===== src/rtl/rcr_defs.vh =====
// Purpose: constants of the reset cause and enable register
// Assumes: special function register bus with 8-bit data
// Notes:   bit positions and address decode values
`ifndef RCR_DEFS_VH
`define RCR_DEFS_VH

`define RCR_ADDR          8'hEF
`define RCR_PAGE          8'h00
`define RCR_BIT_FLASH     6
`define RCR_BIT_CMP       5
`define RCR_BIT_SOFT      4
`define RCR_BIT_WDOG      3
`define RCR_BIT_CLK       2
`define RCR_BIT_SUPPLY    1
`define RCR_BIT_PIN       0
`define RCR_WDOG_DIV      4'hC
`define RCR_RST_FIRST     1'b1
`define RCR_RST_BIT       1'b0
`define RCR_RST_FLAGS     7'h00
`define RCR_RST_DATA      8'h00
`define RCR_CAUSE_POWER   3'h0
`define RCR_CAUSE_PIN     3'h1
`define RCR_CAUSE_CLK     3'h2
`define RCR_CAUSE_CMP     3'h3
`define RCR_CAUSE_WDOG    3'h4
`define RCR_CAUSE_SOFT    3'h5
`define RCR_CAUSE_FLASH   3'h6
`define RCR_CAUSE_SUPPLY  3'h7

`endif


===== src/rtl/rcr_reset_cause.v =====
// Purpose: reset cause recording and reset source enables
// Assumes: reset controller reports cause of each system reset on reset_cause
// Notes:   enables written by software; flags latched per reset
//
// Overview of operation
// RQ1: register decoded at address 0xEF, register page 0x00 only.
// RQ2: bit 7 reads zero; writes to it are ignored.
// RQ3: bit 6 set when flash access error caused last reset; read-only.
// RQ4: writing one to bit 5 enables comparator low output as reset source.
// RQ5: bit 5 reads one only if comparator caused last reset.
// RQ6: writing one to bit 4 forces an immediate full system reset.
// RQ7: bit 4 reads one only after a software forced reset.
// RQ8: bit 3 set when watchdog overflow caused last reset; read-only.
// RQ9: writing one to bit 2 enables clock loss detector as reset source.
// RQ10: bit 2 reads one only if clock loss timeout caused last reset.
// RQ11: writing one to bit 1 enables supply monitor as reset source.
// RQ12: software enables supply monitor only after it has stabilized.
// RQ13: bit 1 reads one after any power-on or supply monitor reset.
// RQ14: while power-on flag is one, other flags are undefined.
// RQ15: bit 0 set when external reset pin caused last reset.
// RQ16: writing zero to bit 2 disables detector; internal resets leave pin undriven.
// RQ17: after any reset, watchdog enabled and clocked at system clock over twelve.
// RQ18: each reset latches only its own cause flag, clearing the others.
// RQ19: software writes whole values, never read-modify-write.
`timescale 1ns/1ns
`include "rcr_defs.vh"

module rcr_reset_cause #(
	// divider width and watchdog clock division
	parameter             DIV_W    = 4,
	parameter [DIV_W-1:0] WDOG_DIV = `RCR_WDOG_DIV
) (
	// clock and reset
	input  wire       clk_sys,
	input  wire       rst_n,
	// reset cause reported by reset controller, valid at rst_n release
	input  wire [2:0] reset_cause,
	// special function register bus
	input  wire [7:0] sfr_addr,
	input  wire [7:0] sfr_page,
	input  wire       sfr_wr,
	input  wire       sfr_rd,
	input  wire [7:0] sfr_wdata,
	output wire [7:0] sfr_rdata,
	output wire       sfr_hit,
	// reset sources
	input  wire       cmp_out,
	input  wire       clock_missing,
	input  wire       supply_low,
	input  wire       watchdog_overflow,
	input  wire       flash_fault,
	// reset requests and controls
	output reg        sys_reset_req,
	output wire       pin_reset_oe,
	output wire       clock_loss_detector_en,
	output wire       watchdog_function_en,
	output reg        watchdog_tick
);

	// =====================================================
	// address decode
	// register select on address and page
	function sel_match;
		input [7:0] addr;
		input [7:0] page;
		begin
			sel_match = (addr == `RCR_ADDR) && (page == `RCR_PAGE);
		end
	endfunction

	wire       hit_w;
	wire       wr_w;
	wire       rd_w;
	assign hit_w   = sel_match(sfr_addr, sfr_page); // RQ1
	assign sfr_hit = hit_w;
	assign wr_w    = hit_w && sfr_wr;
	assign rd_w    = hit_w && sfr_rd;

	// =====================================================
	// state
	reg        first_reg;
	reg  [6:0] flag_reg;
	reg        cmp_en_reg;
	reg        clk_en_reg;
	reg        sup_en_reg;
	reg        soft_reg;
	reg  [DIV_W-1:0] div_reg;
	reg  [DIV_W-1:0] div_next;
	reg              tick_next;
	reg  [6:0]       flag_next;
	reg  [7:0]       rdata_reg;
	reg  [7:0]       rdata_next;

	// one-hot flag image of a reported cause
	function [6:0] cause_flags;
		input [2:0] c;
		begin
			cause_flags = 7'h00;
			case (c)
				`RCR_CAUSE_POWER:  cause_flags[`RCR_BIT_SUPPLY] = 1'b1; // RQ13
				`RCR_CAUSE_SUPPLY: cause_flags[`RCR_BIT_SUPPLY] = 1'b1; // RQ13
				`RCR_CAUSE_PIN:    cause_flags[`RCR_BIT_PIN]    = 1'b1; // RQ15
				`RCR_CAUSE_CLK:    cause_flags[`RCR_BIT_CLK]    = 1'b1; // RQ10
				`RCR_CAUSE_CMP:    cause_flags[`RCR_BIT_CMP]    = 1'b1; // RQ5
				`RCR_CAUSE_WDOG:   cause_flags[`RCR_BIT_WDOG]   = 1'b1; // RQ8
				`RCR_CAUSE_SOFT:   cause_flags[`RCR_BIT_SOFT]   = 1'b1; // RQ7
				`RCR_CAUSE_FLASH:  cause_flags[`RCR_BIT_FLASH]  = 1'b1; // RQ3
				default:           cause_flags = 7'h00;
			endcase
		end
	endfunction

	always @* begin
		flag_next = flag_reg;
		if (first_reg) begin
			flag_next = cause_flags(reset_cause); // RQ18
		end
	end

	// =====================================================
	// register process
	// marks the first edge after reset release
	always @(posedge clk_sys) begin
		if (!rst_n) begin
			first_reg <= `RCR_RST_FIRST;
		end else begin
			first_reg <= 1'b0;
		end
	end

	// cause flags, loaded once per reset
	always @(posedge clk_sys) begin
		if (!rst_n) begin
			flag_reg <= `RCR_RST_FLAGS; // RQ18
		end else begin
			flag_reg <= flag_next;
		end
	end

	// source enables, full value on every write
	always @(posedge clk_sys) begin
		if (!rst_n) begin
			cmp_en_reg <= `RCR_RST_BIT;
			clk_en_reg <= `RCR_RST_BIT;
			sup_en_reg <= `RCR_RST_BIT;
		end else if (wr_w) begin
			cmp_en_reg <= sfr_wdata[`RCR_BIT_CMP];    // RQ4
			clk_en_reg <= sfr_wdata[`RCR_BIT_CLK];    // RQ9 RQ16
			sup_en_reg <= sfr_wdata[`RCR_BIT_SUPPLY]; // RQ11
		end
	end

	// software force, one cycle, never read back
	always @(posedge clk_sys) begin
		if (!rst_n) begin
			soft_reg <= `RCR_RST_BIT;
		end else begin
			soft_reg <= wr_w && sfr_wdata[`RCR_BIT_SOFT]; // RQ6
		end
	end

	// =====================================================
	// reset request
	always @(posedge clk_sys) begin
		if (!rst_n) begin
			sys_reset_req <= 1'b0;
		end else begin
			sys_reset_req <= soft_reg                                  // RQ6
				| (cmp_en_reg & ~cmp_out)                          // RQ4
				| (clk_en_reg & clock_missing)                     // RQ9
				| (sup_en_reg & supply_low)                        // RQ11
				| watchdog_overflow | flash_fault;
		end
	end

	assign pin_reset_oe           = 1'b0; // RQ16
	assign clock_loss_detector_en = clk_en_reg;

	// =====================================================
	// watchdog clock divider
	localparam [DIV_W-1:0] DIV_ONE  = {{(DIV_W-1){1'b0}}, 1'b1};
	localparam [DIV_W-1:0] DIV_ZERO = {DIV_W{1'b0}};

	// last count of one divide period
	function div_last;
		input [DIV_W-1:0] count;
		begin
			div_last = (count == WDOG_DIV - DIV_ONE);
		end
	endfunction

	assign watchdog_function_en = 1'b1; // RQ17

	always @* begin
		tick_next = div_last(div_reg); // RQ17
		div_next  = div_reg + DIV_ONE;
		if (div_last(div_reg)) begin
			div_next = DIV_ZERO;
		end
	end

	always @(posedge clk_sys) begin
		if (!rst_n) begin
			div_reg       <= DIV_ZERO;
			watchdog_tick <= `RCR_RST_BIT;
		end else begin
			div_reg       <= div_next;
			watchdog_tick <= tick_next;
		end
	end

	// =====================================================
	// read data
	// bit 7 fixed zero, idle zero unless selected for read
	always @* begin
		rdata_next = `RCR_RST_DATA;
		if (rd_w) begin
			rdata_next = {1'b0, flag_reg}; // RQ2 RQ14
		end
	end

	always @(posedge clk_sys) begin
		if (!rst_n) begin
			rdata_reg <= `RCR_RST_DATA;
		end else begin
			rdata_reg <= rdata_next;
		end
	end

	assign sfr_rdata = rdata_reg;

endmodule // rcr_reset_cause


===== config.mk =====
export PLATFORM = sky130hd
export DESIGN_NAME = rcr_reset_cause
export DESIGN_NICKNAME = d
export VERILOG_FILES = /design/src/rtl/rcr_reset_cause.v
export VERILOG_INCLUDE_DIRS = /design/src /design/src/rtl
export SDC_FILE = /design/constraint.sdc
export NUM_CORES = 1
export LEC_CHECK = 0
export ABC_CLOCK_PERIOD_IN_PS = 4110
export BUFFER_PORTS_ARGS = -buffer_cell sky130_fd_sc_hd__buf_2
export CELL_PAD_IN_SITES_DETAIL_PLACEMENT = 1
export CELL_PAD_IN_SITES_GLOBAL_PLACEMENT = 1
export CORE_ASPECT_RATIO = 0.6
export CORE_MARGIN = 4
export CORE_UTILIZATION = 33
export CTS_BUF_LIST = sky130_fd_sc_hd__clkbuf_16
export DETAILED_ROUTE_END_ITERATION = 7
export PLACE_DENSITY_LB_ADDON = 0.05
export SLEW_MARGIN = 25
export SYNTH_ARGS = -nofsm -noshare
export SYNTH_HDL_FRONTEND = slang
export SYNTH_SLANG_ARGS = --single-unit

===== constraint.sdc =====
create_clock -name clk_sys -period 4.11 [get_ports clk_sys]
set_input_delay 0.2055 -clock clk_sys [delete_from_list [all_inputs] [get_ports clk_sys]]
set_output_delay 0.2055 -clock clk_sys [all_outputs]
set_load 0.02 [all_outputs]

# Word-level counts from Yosys, hierarchy flattened
# Cells that the tools add are included.
[totals]
register_bits = 26
input_bits = 36
out_inout_bits = 14
elab_cells = 48
[classes]
add_sub_neg = 1
eq_ne = 9
n_mux = 8
bitwise = 10
n_reduce_logical = 9
[ops]
columns = ["op", "count"]
rows = [
  ["$eq A3 B3 Y1 const B", 4],
  ["$eq A8 B8 Y1 const B", 1],
  ["$logic_not A8 Y1", 1],
  ["$mux W1", 8],
  ["$eq A3 B2 Y1 const B", 2],
  ["$or A1 B1 Y1", 5],
  ["$add A4 B1 Y4 const B", 1],
  ["$eq A4 B4 Y1 const B", 1],
  ["$logic_and A1 B1 Y1", 4],
  ["$reduce_or A2 Y1", 2],
  ["$and A1 B1 Y1", 3],
  ["$eq A3 B1 Y1 const B", 1],
  ["$logic_not A3 Y1", 1],
  ["$not A1 Y1", 2],
  ["$reduce_and A2 Y1", 1],
]

# Longest topological paths before layout
# Gate-level depths: netlist of the first run.
[depth]
word_depth = 7
depth_mapped = 5
depth_no_buf = 5

# Worst setup path after synthesis of the first run
# No wires, ideal clock.
[synth_path]
path_type = "input to register"
from = "in sfr_page[1]"
to = "reg clk_en_reg, in the netlist clock_loss_detector_en"
setup_ns = 0.123
t_arrival_ns = 1.565
required_time_ns = 3.987
slack_ns = 2.422
stages = 4
path_buffers = 0
path_cell_list = "or4_1 > nor4_4 > nand2_1 > mux2i_1"
[synth_via]
elab_chain_len = 3
[synth_rtl]
columns = ["item", "line", "source"]
rows = [
  ["start, declared", "rcr_reset_cause.v:40", "input wire [7:0] sfr_page,"],
  ["$logic_not A8 Y1 (no line)", "-", ""],
  ["$logic_and A1 B1 Y1", "rcr_reset_cause.v:67", "sel_match = (addr == `RCR_ADDR) && (page == `RCR_PAGE);"],
  ["named net sfr_hit", "rcr_reset_cause.v:45", "output wire sfr_hit,"],
  ["$logic_and A1 B1 Y1", "rcr_reset_cause.v:76", "assign wr_w = hit_w && sfr_wr;"],
  ["end signal, assigned", "rcr_reset_cause.v:144", "clk_en_reg <= `RCR_RST_BIT;"],
  ["end signal, assigned", "rcr_reset_cause.v:148", "clk_en_reg <= sfr_wdata[`RCR_BIT_CLK];"],
  ["end, declared", "rcr_reset_cause.v:84", "reg clk_en_reg;"],
]
# The timed path passes the listed nets, and every way through them passes these cells.
# A chain may end at the register's enable or synchronous reset.

# Final worst setup path of the first run
[layout_path]
from = "in sfr_page[1]"
to = "out sfr_hit"
[layout_via]
elab_chain_len = 2
[layout_rtl]
columns = ["item", "line"]
rows = [
  ["$logic_not A8 Y1 (no line)", "-"],
  ["$logic_and A1 B1 Y1", "rcr_reset_cause.v:67"],
  ["end, declared", "rcr_reset_cause.v:45"],
]
# No other way between the ends.

==> flow_metrics.tcl, run 1 <==
set metrics [dict create \
    dr.pass1.iters 4 \
    wl_per_cell_um 13.4 \
    grt_pass1_vias 877 \
    dieArea_sq_um 3880 \
    critical_path.startpoint_type "primary input" \
    hold_slack_ps 182 \
    die_h_um 49.9 \
    final_common_cell "buf_2" \
    ant_nets 0 \
    diodes 0 \
    hold_viol_final 0 \
    crit_buf_inv 2 \
    power_leakage_nw 0.614 \
    dp_cells 177 \
    place_ws_ps 2380 \
    place.gp.congestion 0.768 \
    dr_total_vias 844 \
    fin_setup_tns_ps 0 \
    io_buffer_count 42 \
    grt_first_pass_wirelength_um 3800 \
    p_seq_share_pct 50.4 \
    power_mw 0.501 \
    initial_core_util_pct 36.5 \
    ff2ff_setup_slack_ps 3070 \
    finalNonFillerCells 181 \
    avgSynthCellArea_sq_um 9.65 \
    ys_ff_latch 25 \
    cp_num_cells 4 \
    max_freq_mhz 615 \
    floorplan.die.width_um 77.8 \
    power_switching_share_pct 20.7 \
    hpwlAfterDp_um 1920 \
    grt_antenna_before_repair 0 \
    grt_usage_pct 12.3 \
    crit_path_end_kind "output port" \
    clock-sinks 25 \
    drive_gt1_share_pct 34.0 \
    io_pins 50 \
    crit_fanout 3 \
    yosysWarnings 0 \
    rr_startpoint "div_last.count[0]" \
    synth_cell_types 27 \
    final_util_pct 48.2 \
    holdPathStages 3 \
    critical-path-slowest-cell "or4_1" \
    wl_met1_um 1090 \
    worstPathCellList "buf_2, or4_1, nor4_4, buf_2" \
    worstRegToRegCells 5 \
    fin_area_sq_um 1270 \
    clkTransAtPathRegs_ps 60 \
    critPathArrivalTime_ps 1420 \
    r2r_end "div_last.count[2]" \
    powerDensity_nw_per_um2 393 \
    crit_top_cell "buf_2" \
    holdPathEnd "soft_reg" \
    drt_iter0_drc 19 \
    power_frac_comb_pct 7.7 \
    h-tree-depth 1 \
    path_class "in2out" \
    hold_buffers 0 \
    cts-resized-gates 0 \
    rsz0062_at_grt "no" \
    routed_via_density 4.66 \
    cts_buffers 3 \
    area_growth_pct 32.2 \
    route.detailed.drc 0 \
    cts_tree "yes" \
    wl_met3_um 204 \
    switchingPower_mw 0.104 \
    rows 14 \
    core-area_sq_um 2650 \
    vdd_drop_max_v 0.000251 \
    insertion_delay_ps 250 \
    max-clock-path-buffers 2 \
    grt_max_degree 15 \
    period_needed_ps 1630 \
    final.period_utilization_pct 39.6 \
    syn_inst 100 \
    setup_violations 0 \
    crit_required_ps 3900 \
    clockPowerShare_pct 42.0 \
    slowest_delay_ps 580 \
    placedInstanceArea_sq_um 1190 \
    worstHoldStart "sfr_wdata[4]" \
    outcome "finished clean" \
    final.setup_skew_ps 2.46 \
    final_net_count 179 \
    wl_um 2420 \
    slew_viol_final 0 \
    hold_path.class "in2reg" \
    setup_ws_ps 2480 \
    cts-root-buf "clkbuf_16" \
    cts_setup_buffers 0 \
    p_int_mw 0.398 \
    syn-cell-area_sq_um 965 \
    cap_violations 0 \
    path_delay_family "simple AND/OR/NAND/NOR gates" \
    final_cell_mix "42 x buf_2, 25 x dfxtp_1, 11 x nand2_1" \
    overflow 0 \
    wl_met2_um 1120 \
    routed.top_layer "met4" \
    seq_area_frac_synth_pct 51.9 \
]
==> cell usage after synthesis, drive strengths merged <==
library cell  number  area, sq um
or3                1         6.26
xnor2              1         8.76
nand2b             3         18.8
and3               2         13.8
nand3              1         5.00
inv                3         11.3
nand4b             4         35.0
nor3               2         10.0
nor2               9         33.8
nor4               1         21.3
nor2b              1         6.26
mux2i              6         60.1
nand4              1         6.26
ha                 1         12.5
a222oi             1         10.0
and2               7         43.8
a311oi             1         8.76
conb               2         7.51
or4                2         15.0
clkbuf             3         11.3
nor3b              3         22.5
a22oi              1         7.51
buf                3         22.5
nand2             11         41.3
a21oi              5         25.0
dfxtp             25          500
==> logic make-up after synthesis <==
logic type	Yosys count	synth area share [%]
buffers and inverters	9	4.67
XOR/XNOR	1	0.908
AND/OR/NAND/NOR	48	28.9
adder cells (fa/ha/maj)	1	1.30
multiplexers	6	6.23
flip-flops	25	51.9
other	2	0.779
AO/OA/AOI/OAI	8	5.32
==> final cells by class <==
cell class	count	area [sq um]
clock inverter	1	5.00
fill	329	1370
multi-input combinational	67	423
timing repair buffer	42	210
clock buffer	3	75.1
tap	40	50.0
sequential	25	500
inverter	3	11.3
==> worst reg2reg max path, cell delays in order (launching register included) <==
cell and delay (ps):
dfxtp_1 350, ha_1 180, inv_1 70, nor3_1 210
a21oi_1 70, nor2_1 100
==> worst max path at each step <==
stage	startpoint	end	slack, ps
final	sfr_page[1]	sfr_hit	2480
after global routing	sfr_page[1]	sfr_hit	2430
after CTS	sfr_page[1]	sfr_hit	2470
after detailed placement	sfr_page[1]	sfr_rdata[1]	2380
after global placement	sfr_page[1]	sfr_rdata[3]	2410
after floorplan	sfr_page[1]	clock_loss_detector_en	2420
==> per-layer routing <==
metal	track usage [%]	vias to the layer above
met5	0	-
met4	2.96	0
met3	5.82	2
met2	21.7	29
met1	13.4	393
li1	-	420
==> power by group through the flow <==
| stage | logic, mW | registers [mW] | clock network (mW) |
|---|---|---|---|
| after global placement | 0.0367 | 0.258 | 0 |
| final | 0.0385 | 0.252 | 0.210 |
| after global routing | 0.0426 | 0.253 | 0.229 |
| after CTS | 0.0390 | 0.253 | 0.216 |
| after detailed placement | 0.0388 | 0.258 | 0 |
| after floorplan | 0.0210 | 0.257 | 0 |
Power figures use the tool's default switching activity.
==> inputs of run 2 (changes only) <==
Settings changed: ABC_AREA from default to 1, ABC_CLOCK_PERIOD_IN_PS 4110 to 1600, CORE_UTILIZATION 33 to 31.
Clock period 4.11 ns to 1.6 ns, I/O delays scaled along.
==> flow_metrics.tcl, run 2 <==
set metrics [dict create \
    outcome "finished clean" \
    ys_ff_latch 25 \
    syn_inst 136 \
    synth_top_area_share_pct 48.1 \
    period_needed_ps 1150 \
    hpwlAfterDp_um 2080 \
    critical_path.startpoint_type "flip-flop" \
    final_common_cell "buf_2" \
    crit_path_end_kind "flip-flop" \
    wl_met3_um 210 \
    die_h_um 52.9 \
    grt_antenna_before_repair 0 \
    wl_per_cell_um 11.7 \
    finalNonFillerCells 221 \
    crit_buf_inv 1 \
    cts-resized-gates 0 \
    initial_core_util_pct 34.2 \
    final_net_count 217 \
    ys_top_cells_by_area "dfxtp_1 48%, nand2_1 12%, nor2_1 9.0%" \
    synth_edf_count 0 \
    max-clock-path-buffers 2 \
    hold_path.class "in2reg" \
    core-area_sq_um 3040 \
    wl_met1_um 1240 \
    h-tree-depth 1 \
    rows 15 \
    synthAdderAreaFrac_pct 1.20 \
    hold_slack_ps 41.6 \
    path_delay_family "simple AND/OR/NAND/NOR gates" \
    setup_violations 0 \
    synth_top_family_by_area "simple AND/OR/NAND/NOR gates" \
    drive_gt1_share_pct 30.7 \
    area_growth_pct 29.2 \
    io_pins 50 \
    rsz0062_at_grt "no" \
    synth_xor_area_share_pct 0.841 \
    overflow 0 \
    power_leakage_nw 0.654 \
    avgSynthCellArea_sq_um 7.65 \
    worstPathCellList "inv_1, nor2_1, nand2_1, a31oi_1" \
    cts-root-buf "clkbuf_16" \
    cts_buffers 3 \
    synth-simple-area-share_pct 31.1 \
    critPathArrivalTime_ps 1330 \
    fill_cells 406 \
    ff2ff_setup_slack_ps 450 \
    max_freq_mhz 867 \
    cts_setup_buffers 0 \
    synth_compound_area_share_pct 6.01 \
    grt_usage_pct 13.0 \
    io_buffer_count 42 \
    crit_required_ps 1780 \
    cap_violations 0 \
    synth.area.mux_share_pct 0 \
    slew_viol_final 0 \
    dr_total_vias 929 \
    ys.flop_type "dfxtp_1" \
    diodes 0 \
    wl_met2_um 1110 \
    wl_um 2590 \
    final.period_utilization_pct 72.1 \
    final_cell_mix "42 x buf_2, 34 x nand2_1, 25 x nor2_1, 25 x dfxtp_1, 21 x inv_1" \
    routed.top_layer "met4" \
    critical-path-slowest-cell "dfxtp_1" \
    grt_max_degree 15 \
    routed_via_density 4.20 \
    grt_pass1_vias 944 \
    grt_first_pass_wirelength_um 4350 \
    synth_cell_types 22 \
    vdd_drop_max_v 0.000665 \
    final.setup_skew_ps 2.29 \
    syn-cell-area_sq_um 1040 \
    hold_buffers 0 \
    clkTransAtPathRegs_ps 60 \
    slowest_delay_ps 340 \
    path_class "reg2reg" \
    crit_fanout 8 \
    synth_common_cells "34 x nand2_1, 25 x dfxtp_1, 25 x nor2_1, 21 x inv_1, 7 x a21oi_1" \
    hold_viol_final 0 \
    dp_cells 217 \
    dr.pass1.iters 4 \
    clock-sinks 25 \
    place.gp.congestion 0.790 \
    floorplan.die.width_um 82.8 \
    insertion_delay_ps 260 \
    seq_area_frac_synth_pct 48.1 \
    route.detailed.drc 0 \
    fin_setup_tns_ps 0 \
    drt_iter0_drc 20 \
    yosys.area.top_type "dfxtp_1" \
    synthArstFlopShare_pct 0 \
    yosysWarnings 0 \
    powerDensity_nw_per_um2 970 \
    synth_most_common_cell "nand2_1" \
    cts_tree "yes" \
    dieArea_sq_um 4380 \
    ant_nets 0 \
]
run 2: cell families (layout without fill, tap and decap cells):
family,count (synthesis),in the layout
adder cells (fa/ha/maj),1,1
other,2,3
AO/OA/AOI/OAI,11,11
AND/OR/NAND/NOR,70,70
buffers and inverters,26,68
flip-flops,25,25
XOR/XNOR,1,1
run 2: where the power goes:
part | leakage (nW) | total [mW] | switching [mW] | internal, mW
clock network | 0.0409 | 0.550 | 0.214 | 0.337
logic | 0.410 | 0.110 | 0.0632 | 0.0468
registers | 0.203 | 0.645 | 0.00817 | 0.637
total | 0.654 | 1.31 | 0.285 | 1.02
run 2: stage by stage:
step                      worst slack [ps]  utilization (%)  power, mW  area [sq um]
final                                  446             44.2       1.31          1350
after global routing                   366             44.2       1.37          1350
after CTS                              385             44.2       1.33          1350
after detailed placement               484             41.6      0.769          1260
after global placement                 602             41.6      0.763          1260
after floorplan                        535                -      0.722          1040
run 2: path summary, 6_finish.rpt:
kind,to,cells after the start,from
hold reg to reg,sfr_rdata[4],2,flag_reg[4]
setup reg to reg,flag_reg[1],4,first_reg
hold / removal,sup_en_reg,3,sfr_wdata[1]
setup / recovery,flag_reg[1],4,first_reg
run 2: layout make-up:
class / count / area, sq um / area share [%]
inverters: 22 / 82.6 / 6.14
multi-input cells: 86 / 419 / 31.2
flip-flops and latches: 25 / 500 / 37.2
well taps: 42 / 52.6 / 3.91
clock inverters: 1 / 5.00 / 0.372
repair buffers: 42 / 210 / 15.6
clock buffers: 3 / 75.1 / 5.58
run 2: tightest hold or removal path: stages:
cell and delay, ps:
buf_2 70, nor2_1 30, nor2_1 80
run 2: routing by layer:
metal  global-route usage (%)  vias to the layer above
met3                     6.07                        4
met4                     4.08                        0
li1                         -                      488
met1                     15.2                      404
met2                     21.7                       33
met5                        0                        -
